--- src/csrc_pkg.sv ---
/*
 * Constants, types and state layout of the clock source and reset control block.
 * Assumes a single 25 MHz system clock; the watchdog and software control
 * ports run on that same clock.
 */
// Notes on behaviour
// - The PLL uses exactly one reference: serial bit clock or crystal oscillator.
// - Reference choice starts from the reference strap; software may change it later.
// - Works without oscillator when bit clock is stable; external clock may replace oscillator.
// - PLL drives processor clock, and codec clock when no oscillator is present.
// - In master mode the driven serial clock may come from the PLL.
// - PLL locks to references down to 44 KHz; higher gives lower jitter.
// - One reset domain: every reset source resets the same logic.
// - A watchdog event raises a watchdog reset.
// - Low external reset pin raises a power-up reset.
// - During power-up reset strap pins float with their pull resistors enabled.
// - Strap levels are captured after reset pin release and used as configuration.
// - Power-up reset also does everything a watchdog reset does.
// - Internal reset stays active at least 3 ms for any reset.
// - Watchdog reset returns every register to its default value; the code resets only PLL config and reference choice, keeping captured straps.
package csrc_pkg;

	// Clock rate and times in their own units
	localparam int CSRC_CLK_HZ = 25000000;
	localparam int CSRC_HOLD_MS = 3;
	localparam int CSRC_REF_MIN_HZ = 44000;
	// Least hold time, rounded up to whole cycles
	localparam int CSRC_HOLD_CYC = (CSRC_HOLD_MS * CSRC_CLK_HZ + 999) / 1000;
	// Longest gap between bit clock rising edges at the slowest reference
	localparam int CSRC_REF_GAP_CYC = (CSRC_CLK_HZ + CSRC_REF_MIN_HZ - 1) / CSRC_REF_MIN_HZ;

	// Widths
	localparam int CSRC_CNT_W = 17;
	localparam int CSRC_GAP_W = 10;
	localparam int CSRC_EDGE_W = 4;
	localparam int CSRC_STRAP_W = 2;
	localparam int CSRC_MULT_W = 8;
	localparam int CSRC_DIV_W = 6;

	// Strap positions and bit clock stability threshold
	localparam int CSRC_STRAP_REF = 0;
	localparam logic [CSRC_EDGE_W-1:0] CSRC_STABLE_EDGES = 4'hF;
	localparam logic [CSRC_GAP_W-1:0] CSRC_GAP_MAX = CSRC_GAP_W'(CSRC_REF_GAP_CYC);

	// Clock generation parameters and their defaults
	typedef struct packed {
		logic [CSRC_MULT_W-1:0] mult;
		logic [CSRC_DIV_W-1:0] div;
		logic ssp_clk_en;
	} csrc_pll_cfg_s;
	localparam csrc_pll_cfg_s CSRC_PLL_CFG_RST = '{mult: 8'h01, div: 6'h01, ssp_clk_en: 1'b0};

	// Routing of the generated clocks
	typedef struct packed {
		logic ref_bitclk;
		logic proc_from_pll;
		logic codec_from_pll;
		logic ssp_from_pll;
	} csrc_route_s;

	// Sequencer states
	typedef enum logic [3:0] {
		ST_PWRUP = 4'h1,
		ST_SAMPLE = 4'h2,
		ST_HOLD = 4'h4,
		ST_RUN = 4'h8
	} csrc_state_e;

	// Whole state of the block
	typedef struct packed {
		logic [2:0] pin_sync;
		logic pin_n;
		logic [2:0] bclk_sync;
		logic [2:0] strap_s1;
		logic [2:0] strap_s2;
		logic [2:0] strap_s3;
		csrc_state_e st;
		logic [CSRC_CNT_W-1:0] cnt;
		logic [CSRC_GAP_W-1:0] gap;
		logic [CSRC_EDGE_W-1:0] edges;
		logic bclk_stable;
		logic [CSRC_STRAP_W-1:0] strap_val;
		logic ref_req_bitclk;
		csrc_pll_cfg_s cfg;
		csrc_route_s route;
		logic int_rst;
		logic strap_float;
		logic [CSRC_STRAP_W-1:0] strap_out;
		logic [CSRC_STRAP_W-1:0] strap_oe;
	} csrc_regs_s;

endpackage

--- src/csrc_top.sv ---
/*
 * Clock source selection and reset sequencer.
 * Holds the strap sampling, the internal reset hold, the bit clock activity
 * monitor and the PLL reference and clock routing selects.
 * Assumes the PLL, clock muxes and pads sit outside and obey the selects;
 * the watchdog and software ports are synchronous to mclk.
 */
`timescale 1ns/10ps
module csrc_top import csrc_pkg::*; #(
	parameter int HOLD_CYC = CSRC_HOLD_CYC
) (
	// Clock and raw reset
	input wire logic mclk,
	input wire logic sys_rst,
	// External power-up reset pin
	input wire logic ext_power_up_reset_n,
	// Watchdog event, one cycle
	input wire logic wdt_event,
	// Serial bit clock pin and port mode
	input wire logic serial_bit_clock_in,
	input wire logic sync_serial_port_master,
	input wire logic osc_present,
	// Software control
	input wire logic sw_ref_we,
	input wire logic sw_ref_bitclk,
	input wire logic pll_cfg_we,
	input wire csrc_pll_cfg_s pll_cfg_in,
	// Strap pins and their functional drive
	input wire logic [CSRC_STRAP_W-1:0] strap_in,
	input wire logic [CSRC_STRAP_W-1:0] strap_func_out,
	input wire logic [CSRC_STRAP_W-1:0] strap_func_oe,
	output logic [CSRC_STRAP_W-1:0] strap_out,
	output logic [CSRC_STRAP_W-1:0] strap_oe,
	output logic strap_pull_en,
	// Reset and clock controls
	output logic int_rst,
	output logic [CSRC_STRAP_W-1:0] strap_cfg,
	output logic bclk_stable,
	output csrc_pll_cfg_s pll_cfg,
	output csrc_route_s clk_route
);

	localparam logic [CSRC_CNT_W-1:0] HOLD_LAST = CSRC_CNT_W'(HOLD_CYC - 1);

	csrc_regs_s r;
	csrc_regs_s nxt;

	// Reference is the bit clock only when slave mode and the clock is alive
	function automatic logic pick_bitclk(input logic want, input logic master, input logic alive);
		pick_bitclk = want & ~master & alive;
	endfunction

	// Next-state logic of the whole block
	always_comb begin
		logic bclk_rise;
		logic pin_agree;
		logic strap_agree;
		logic rst_now;
		bclk_rise = 1'b0;
		pin_agree = 1'b0;
		strap_agree = 1'b0;
		rst_now = 1'b0;
		nxt = r;

		// Three-flop synchronisers; the first stage feeds only the second
		nxt.pin_sync = {r.pin_sync[1:0], ext_power_up_reset_n};
		nxt.bclk_sync = {r.bclk_sync[1:0], serial_bit_clock_in};
		nxt.strap_s1 = {1'b0, strap_in};
		nxt.strap_s2 = r.strap_s1;
		nxt.strap_s3 = r.strap_s2;
		pin_agree = (r.pin_sync[1] == r.pin_sync[2]);
		strap_agree = (r.strap_s2 == r.strap_s3);
		if (pin_agree) begin
			nxt.pin_n = r.pin_sync[2];
		end

		// Bit clock monitor: a rising edge within the slowest period keeps it alive
		bclk_rise = r.bclk_sync[1] & ~r.bclk_sync[2];
		if (bclk_rise) begin
			nxt.gap = '0;
			if (r.edges != CSRC_STABLE_EDGES) begin
				nxt.edges = r.edges + 1'b1;
			end
		end else if (r.gap == CSRC_GAP_MAX) begin
			// Too slow or stopped: not usable as reference
			nxt.edges = '0;
		end else begin
			nxt.gap = r.gap + 1'b1;
		end
		nxt.bclk_stable = (nxt.edges == CSRC_STABLE_EDGES);

		// Reset sequencer
		case (r.st)
			ST_PWRUP: begin
				// Pin low keeps us here; release leads to strap capture
				if (r.pin_n) begin
					nxt.st = ST_SAMPLE;
				end
			end
			ST_SAMPLE: begin
				// Capture only once the strap synchroniser has settled
				if (strap_agree) begin
					nxt.strap_val = r.strap_s3[CSRC_STRAP_W-1:0];
					nxt.st = ST_HOLD;
					nxt.cnt = '0;
				end
			end
			ST_HOLD: begin
				if (r.cnt == HOLD_LAST) begin
					nxt.st = ST_RUN;
				end else begin
					nxt.cnt = r.cnt + 1'b1;
				end
			end
			ST_RUN: begin
				nxt.cnt = '0;
			end
			default: begin
				nxt.st = ST_PWRUP;
			end
		endcase

		// Watchdog restarts the hold; power-up reset overrides everything
		if (wdt_event && r.st != ST_PWRUP && r.st != ST_SAMPLE) begin
			nxt.st = ST_HOLD;
			nxt.cnt = '0;
		end
		if (!r.pin_n) begin
			nxt.st = ST_PWRUP;
			nxt.cnt = '0;
		end

		// Both reset types pass through the same hold into one reset line
		rst_now = (nxt.st != ST_RUN);
		nxt.int_rst = rst_now;

		// Registers take defaults while in reset, the reference from the strap
		if (rst_now) begin
			nxt.cfg = CSRC_PLL_CFG_RST;
			nxt.ref_req_bitclk = nxt.strap_val[CSRC_STRAP_REF];
		end else begin
			if (sw_ref_we) begin
				nxt.ref_req_bitclk = sw_ref_bitclk;
			end
			if (pll_cfg_we) begin
				nxt.cfg = pll_cfg_in;
			end
		end

		// Clock routing; a dead bit clock falls back to the oscillator
		nxt.route.ref_bitclk = pick_bitclk(nxt.ref_req_bitclk, sync_serial_port_master,
			nxt.bclk_stable);
		nxt.route.proc_from_pll = 1'b1;
		nxt.route.codec_from_pll = ~osc_present;
		nxt.route.ssp_from_pll = sync_serial_port_master & nxt.cfg.ssp_clk_en;

		// Strap pins float with pulls on until the strap levels are captured
		nxt.strap_float = (nxt.st == ST_PWRUP) || (nxt.st == ST_SAMPLE);
		nxt.strap_oe = nxt.strap_float ? '0 : strap_func_oe;
		nxt.strap_out = nxt.strap_float ? '0 : strap_func_out;
	end

	// State register; reset values are constants only
	always_ff @(posedge mclk or posedge sys_rst) begin
		if (sys_rst) begin
			r.pin_sync <= 3'h0;
			r.pin_n <= 1'b0;
			r.bclk_sync <= 3'h0;
			r.strap_s1 <= 3'h0;
			r.strap_s2 <= 3'h0;
			r.strap_s3 <= 3'h0;
			r.st <= ST_PWRUP;
			r.cnt <= '0;
			r.gap <= '0;
			r.edges <= '0;
			r.bclk_stable <= 1'b0;
			r.strap_val <= '0;
			r.ref_req_bitclk <= 1'b0;
			r.cfg <= CSRC_PLL_CFG_RST;
			r.route <= '0;
			r.int_rst <= 1'b1;
			r.strap_float <= 1'b1;
			r.strap_out <= '0;
			r.strap_oe <= '0;
		end else begin
			r <= nxt;
		end
	end

	// Outputs straight from the state register
	assign int_rst = r.int_rst;
	assign strap_out = r.strap_out;
	assign strap_oe = r.strap_oe;
	assign strap_pull_en = r.strap_float;
	assign strap_cfg = r.strap_val;
	assign bclk_stable = r.bclk_stable;
	assign pll_cfg = r.cfg;
	assign clk_route = r.route;

endmodule

--- config.mk ---
export PLATFORM = sky130hd
export DESIGN_NAME = csrc_top
export DESIGN_NICKNAME = d
export VERILOG_FILES = /design/src/csrc_pkg.sv /design/src/csrc_top.sv
export SDC_FILE = /design/constraint.sdc
export NUM_CORES = 1
export LEC_CHECK = 0
export BUFFER_PORTS_ARGS = -buffer_cell sky130_fd_sc_hd__buf_2
export CORE_AREA = 2 2 114 116
export DETAILED_ROUTE_END_ITERATION = 10
export DIE_AREA = 0 0 116 118
export GPL_ROUTABILITY_DRIVEN = 0
export PLACE_DENSITY = 0.47
export SLEW_MARGIN = 0
export SYNTH_ARGS = -nofsm -noshare
export SYNTH_HDL_FRONTEND = slang
export SYNTH_SLANG_ARGS = --single-unit
--- constraint.sdc ---
create_clock -name mclk -period 3.25 [get_ports mclk]
set_input_delay 0.65 -clock mclk [delete_from_list [all_inputs] [get_ports mclk]]
set_output_delay 0.65 -clock mclk [all_outputs]
set_load 0.005 [all_outputs]
Yosys cells after proc, flatten, opt, wreduce, memory -nomap -nowiden
Cells that the tools add are included.

storage, ports and cells
  bits in registers = 77
  bits of input ports = 31
  word-level logic and storage cells = 78

cells by class
  $add $sub $neg = 3
  equality and inequality tests = 19
  mux-type cells = 18
  bitwise logic cells = 7
  reduce and logical (&&, ||, !) cells = 6

operators by type and width
  cell                                                                     count
  21-bit 2-to-1 mux                                                        3
  17-bit case mux with 3 select lines                                      1
  17-bit by 1-bit adder with 17-bit output, second input constant          1
  17-bit equality test, second input constant                              1
  17-bit 2-to-1 mux                                                        1
  16-bit 2-to-1 mux                                                        1
  4-bit inequality test, second input constant                             4
  4-bit case mux with 4 select lines                                       1
  15-bit 2-to-1 mux                                                        1
  14-bit 2-to-1 mux                                                        1
  4-bit 2-to-1 mux                                                         3
  10-bit by 1-bit adder with 10-bit output, second input constant          1
  10-bit equality test, second input constant                              1
  10-bit 2-to-1 mux                                                        1
  4-bit by 1-bit equality test with 1-bit output, second input constant    2
  4-bit by 2-bit equality test with 1-bit output, second input constant    2
  4-bit equality test, second input constant                               2
  5-bit by 1-bit inequality test with 1-bit output, second input constant  1
  4-bit by 1-bit adder with 4-bit output, second input constant            1
  1-bit AND                                                                4
  4-bit by 3-bit equality test with 1-bit output, second input constant    1
  2-bit 2-to-1 mux                                                         2
  4-bit by 1-bit inequality test with 1-bit output, second input constant  1
  4-bit by 2-bit inequality test with 1-bit output, second input constant  1
  10 further kinds                                                         15

Longest topological paths before layout
Gate-level depths: netlist (run 1).

  word-level depth = 9
  mapped depth = 7

Worst setup path after synthesis (run 1)
Ideal clock, no wire load.

  kind = reg-to-reg
  from = reg r[57] (netlist name)
  to = reg r[43] (netlist name)
  arrival time = 1979 ps
  data required time = 3123 ps
  slack = 1144 ps
  stages on the path, launching flop included = 6
  path buffers = 0
  clock period less this slack = 2106 ps
  cell sequence = dfrtp_1 or4b_4 nor4_4 o21ba_2 or2_2 mux2_1

between the ends
  longest elaborated chain between the ends = 3

ends and longest elaborated chain
  item                             RTL line         text
  start: declaration               csrc_top.sv:45   csrc_regs_s r;
  start signal: assignment         csrc_top.sv:186  r <= nxt;
  17-bit equality test             csrc_top.sv:109  if (r.cnt == HOLD_LAST) begin
  4-bit inequality test (no line)  --
  3-bit AND reduction (no line)    --

Every way passes these cells.
A chain may end at the register's enable or synchronous reset.

Worst setup path after layout (run 1)
Ends and elaborated chain as after synthesis.

==> out/results.ini, run 1 <==
[critical_path]
start_kind = flip-flop
worst_setup_path_end_kind = flip-flop
cp_max_fo = 6
crit_required_ns = 3.47
crit_arrival_ns = 2.50
path_class = flip-flop to flip-flop
rrSetupSlack_ns = 0.97

[clock_network]
cts_hold_buf = 0
cts_tree = built
clk_latency_ns = 0.34
htreeDepth = 3
post_cts_resized = 0
clock_sinks = 77
cts.root.buffer_cell = clkbuf_16
clockBufferDepth = 2
cts_buffers = 9
postCtsSetupBuffers = 0
path_clk_slew_ns = 0.06

[routing]
wl_per_cell_um = 13.9
drtPass1Iterations = 4
vias = 2678
routed_wl_mm = 7.87
dr.first_iter.drc_count = 116
route.detailed.drc = 0
drtAntennaViolNets = 0
viasPerCell = 4.71

[sta]
finClkSkew_ns = 0.00816
rsz0062_at_grt = no
layout_setup_ws_ns = 0.973
min_period_ns = 2.28
setup_violations = 0
hold_ws_ns = 0.350
tns_ns = 0
slew_violations = 0
fin_crit_sh = 0.701
slew-limit-headroom = 0.521
tightest_slew_ns = 0.715
max_clock_freq_mhz = 439
hold_violations = 0

[synthesis]
syn_nets = 392
ys_seq_area_frac = 0.514
synth_cell_types = 61
syn-cell-area_sq_um = 3760
synth_cells = 357
synth_ff_type = dfrtp_1
synth_edf_count = 0
avgSynthCellArea_sq_um = 10.5
synthArstFlopShare = 1.00
synth-seq-cells = 77
synth_warnings = 0

[pwr]
p_per_area_nw_per_um2 = 561
p_leak_nw = 2.01
p_total_mw = 2.43
peakVddDrop_v = 0.000324

[floorplan]
die-width_um = 116
die_h_um = 118
core.rowCount = 41
initial_core_util = 0.303
io_pins = 59
core_area_sq_um = 12400
die-area_sq_um = 13700

[finish]
final_area_sq_um = 4330
nNetsFinal = 426
final_util = 0.349
fin_cells = 568
final_cell_mix = 72 x dfrtp_1, 58 x buf_2, 38 x nor2_1
final_common_cell = dfrtp_1
areaGrowthSynthToFinish_pct = 15.2
antenna_cells = 0
drive_gt1_frac = 0.235

[global_routing]
grt_pass1_vias = 2729
grt_max_degree = 45
grt_overflow = 0
track_usage = 0.124
grt_pass1_wl_mm = 13.5
antenna_found_initial = 0

[placement]
dpl-instance-area_sq_um = 4060
pre_cts_slack_ns = 0.965
numPortBuffers = 58
dp_hpwl_mm = 5.44
dpl.cell_count = 552

[run_status]
status = finished clean

[hold_path]
hold_path_class = flip-flop to flip-flop

[run]
cap_viol_max_count = 0

[kinds of logic (layout without fill, tap and decap cells)]
kind of cell / Yosys count / in the layout / share of synthesized area
flip-flops: 77 / 77 / 0.514
AND/OR/NAND/NOR: 134 / 134 / 0.202
buffers and inverters: 44 / 83 / 0.0712
XOR/XNOR: 11 / 11 / 0.0256
multiplexers: 18 / 18 / 0.0489
other: 1 / 1 / 0.000998
adder cells (fa/ha/maj): 5 / 5 / 0.0160
AO/OA/AOI/OAI: 67 / 67 / 0.121
[cell usage after synthesis (all sizes together), types with 3 or more instances]
cell    count  area, sq um
or3         6         37.5
clkbuf      7         26.3
xnor2       5         43.8
a211o       4         35.0
a211oi      3         22.5
nor3b       3         22.5
nand2b      3         18.8
a21oi      14         70.1
nand2      17         66.3
mux2i      15          150
o21ai      17         85.1
ha          4         50.1
nor2b       7         43.8
and3        9         56.3
a21o        4         30.0
dfstp       5          131
inv         6         22.5
dfrtp      72         1800
and4        3         26.3
and2        7         43.8
o31ai       5         37.5
buf        31          219
nor2       38          143
nor3        6         30.0
nand4       6         37.5
xor2        6         52.6
nand3      14         70.1
mux2        3         33.8
nor4        3         33.8
[path summary, 6_finish.rpt]
check | endpoint | from | cells after the start
min in group asynchronous | pll_cfg[13] | sys_rst | 2
max | r[43] | r[57] | 5
min reg2reg | nxt[75] | nxt[74] | 0
max in group asynchronous | int_rst | sys_rst | 3
max reg2reg | r[43] | r[57] | 5
min | nxt[75] | nxt[74] | 0
[state kept, by name (all words and copies together) (netlist names), 2 cells and up]
signal / flops
nxt: 8
strap_oe: 2
strap_cfg: 2
pll_cfg: 15
clk_route: 4
r: 41
strap_out: 2
[report_power, final]
group	internal [mW]	switching, mW	leakage [nW]
Combinational	0.170	0.184	0.887
Clock	0.519	0.420	0.132
Sequential	1.04	0.0959	0.995
Total	1.73	0.700	2.01
[cell type report]
cell class | instances | area [sq um]
clock inverters | 7 | 51.3
well taps | 172 | 215
flip-flops and latches | 77 | 1930
clock buffers | 9 | 225
fillers | 1294 | 8080
repair buffers | 61 | 325
inverters | 6 | 23.8
multi-input cells | 236 | 1560
[critical path: stages (launching register included)]
cell and delay [ns]:
dfrtp_1 0.41, or4b_4 0.56, nor4_4 0.50, o21ba_2 0.23, or2_2 0.15, mux2_1 0.32
[layer usage]
metal,vias to the layer above,GRT usage,share of wire
li1,1310,-,-
met1,1314,0.169,0.48
met2,45,0.184,0.47
met3,9,0.0366,0.036
met4,0,0.0491,0.014
met5,-,0,0
No activity file was read; power rests on OpenSTA's default activity.
==> run 2, diff against run 1 <==
==> constraint.sdc (replaced) <==
create_clock -name mclk -period 2.37 [get_ports mclk]
set_input_delay 0.474 -clock mclk [delete_from_list [all_inputs] [get_ports mclk]]
set_output_delay 0.474 -clock mclk [all_outputs]
set_load 0.005 [all_outputs]
==> out/results.ini, run 2 (synthesis gave the netlist of run 1 again) <==
[floorplan]
core_area_sq_um = 12400
die-width_um = 116
die_h_um = 118
io_pins = 59
die-area_sq_um = 13700
core.rowCount = 41
initial_core_util = 0.303

[hold_path]
hold_path_class = primary input to asynchronous set/reset pin

[global_routing]
track_usage = 0.123
antenna_found_initial = 0
grt_max_degree = 51
grt_pass1_vias = 2702
grt_overflow = 0
grt_pass1_wl_mm = 13.2

[critical_path]
path_class = flip-flop to flip-flop
crit_required_ns = 2.57
cp_max_fo = 13
worst_setup_path_end_kind = flip-flop
start_kind = flip-flop
crit_arrival_ns = 2.32

[sta]
rsz0062_at_grt = no
slew-limit-headroom = 0.637
layout_setup_ws_ns = 0.254
tightest_slew_ns = 0.543
setup_violations = 0
tns_ns = 0
max_clock_freq_mhz = 473
min_period_ns = 2.12
finClkSkew_ns = 0.00586
hold_violations = 0
slew_violations = 0
fin_crit_sh = 0.893

[finish]
drive_gt1_frac = 0.252
nNetsFinal = 435
areaGrowthSynthToFinish_pct = 17.7
largest_register_ffs = 41
final_cell_mix = 72 x dfrtp_1, 58 x buf_2, 38 x nor2_1
fin_cells = 577
final_common_cell = dfrtp_1
top_register = r
fillers = 1282
antenna_cells = 0

[run_status]
status = finished clean

[routing]
route.detailed.drc = 0
drtPass1Iterations = 4
viasPerCell = 4.71
routed_wl_mm = 7.72
drtAntennaViolNets = 0
vias = 2719
wl_per_cell_um = 13.4
dr.first_iter.drc_count = 135

[pwr]
p_leak_nw = 2.07
p_per_area_nw_per_um2 = 776
peakVddDrop_v = 0.000440

[clock_network]
clockBufferDepth = 2
path_clk_slew_ns = 0.06
postCtsSetupBuffers = 0
clk_latency_ns = 0.34
clock_sinks = 77
cts_hold_buf = 0
cts_tree = built
cts_buffers = 9
htreeDepth = 3
post_cts_resized = 0
cts.root.buffer_cell = clkbuf_16

[placement]
numPortBuffers = 58
pre_cts_slack_ns = 0.255
dpl.cell_count = 561
dp_hpwl_mm = 5.44

[run]
cap_viol_max_count = 0

[run 2: changes by cell type in the layout (fill, tap and decap cells not counted)]
cell       previous run  this run
buf_4                 2        11
bufinv_16             0         1
clkinv_2              3         2
[run 2: final cells by class]
class / instances / area, sq um / area share
sequential: 77 / 1930 / 0.437
clock inverter: 7 / 73.8 / 0.0167
multi-input combinational: 236 / 1560 / 0.352
tap: 172 / 215 / 0.0486
inverter: 6 / 26.3 / 0.00594
timing repair buffer: 70 / 393 / 0.0888
clock buffer: 9 / 225 / 0.0509
[run 2: critical path, stage by stage (launching register included)]
cell and delay [ns]:
dfrtp_1 0.61, nor4b_2 0.44, nand2b_1 0.11, a211o_1 0.33, a211oi_1 0.38, a2111oi_2 0.10
[run 2: power by group]
group	internal (mW)	total, mW	switching (mW)	leakage, nW
clock network	0.818	1.38	0.559	0.146
logic	0.244	0.497	0.253	0.928
registers	1.43	1.56	0.131	0.995
[run 2: routing by layer]
metal,global-route usage,up-vias,part of all wire
met5,0,-,0
met4,0.0513,0,0.018
met3,0.0335,13,0.044
met2,0.189,49,0.47
met1,0.164,1318,0.46
li1,-,1339,-
[run 2: path summary, 6_finish.rpt]
| check | start | end | slack, ns | cells past startpoint |
|---|---|---|---|---|
| worst max-delay path | r[61] | clk_route[3] | 0.25 | 5 |
| worst min-delay path | sys_rst | r[76] | 0.18 | 2 |
| worst max register to register | r[61] | clk_route[3] | 0.25 | 5 |
| worst min register to register | nxt[67] | nxt[64] | 0.35 | 0 |
| max in group asynchronous | sys_rst | r[60] | 1.53 | 3 |
| min in group mclk | serial_bit_clock_in | nxt[74] | 0.24 | 1 |
[run 2: metrics by stage]
stage	hold WS, ns	utilization	total power [mW]	area [sq um]
2_1_floorplan	0.331	-	1.95	3760
3_3_place_gp	0.335	0.332	2.08	4130
3_5_place_dp	0.335	0.332	2.09	4130
4_1_cts	0.189	0.356	3.49	4420
5_1_grt	0.215	0.356	3.65	4420
6_report	0.179	0.356	3.43	4420
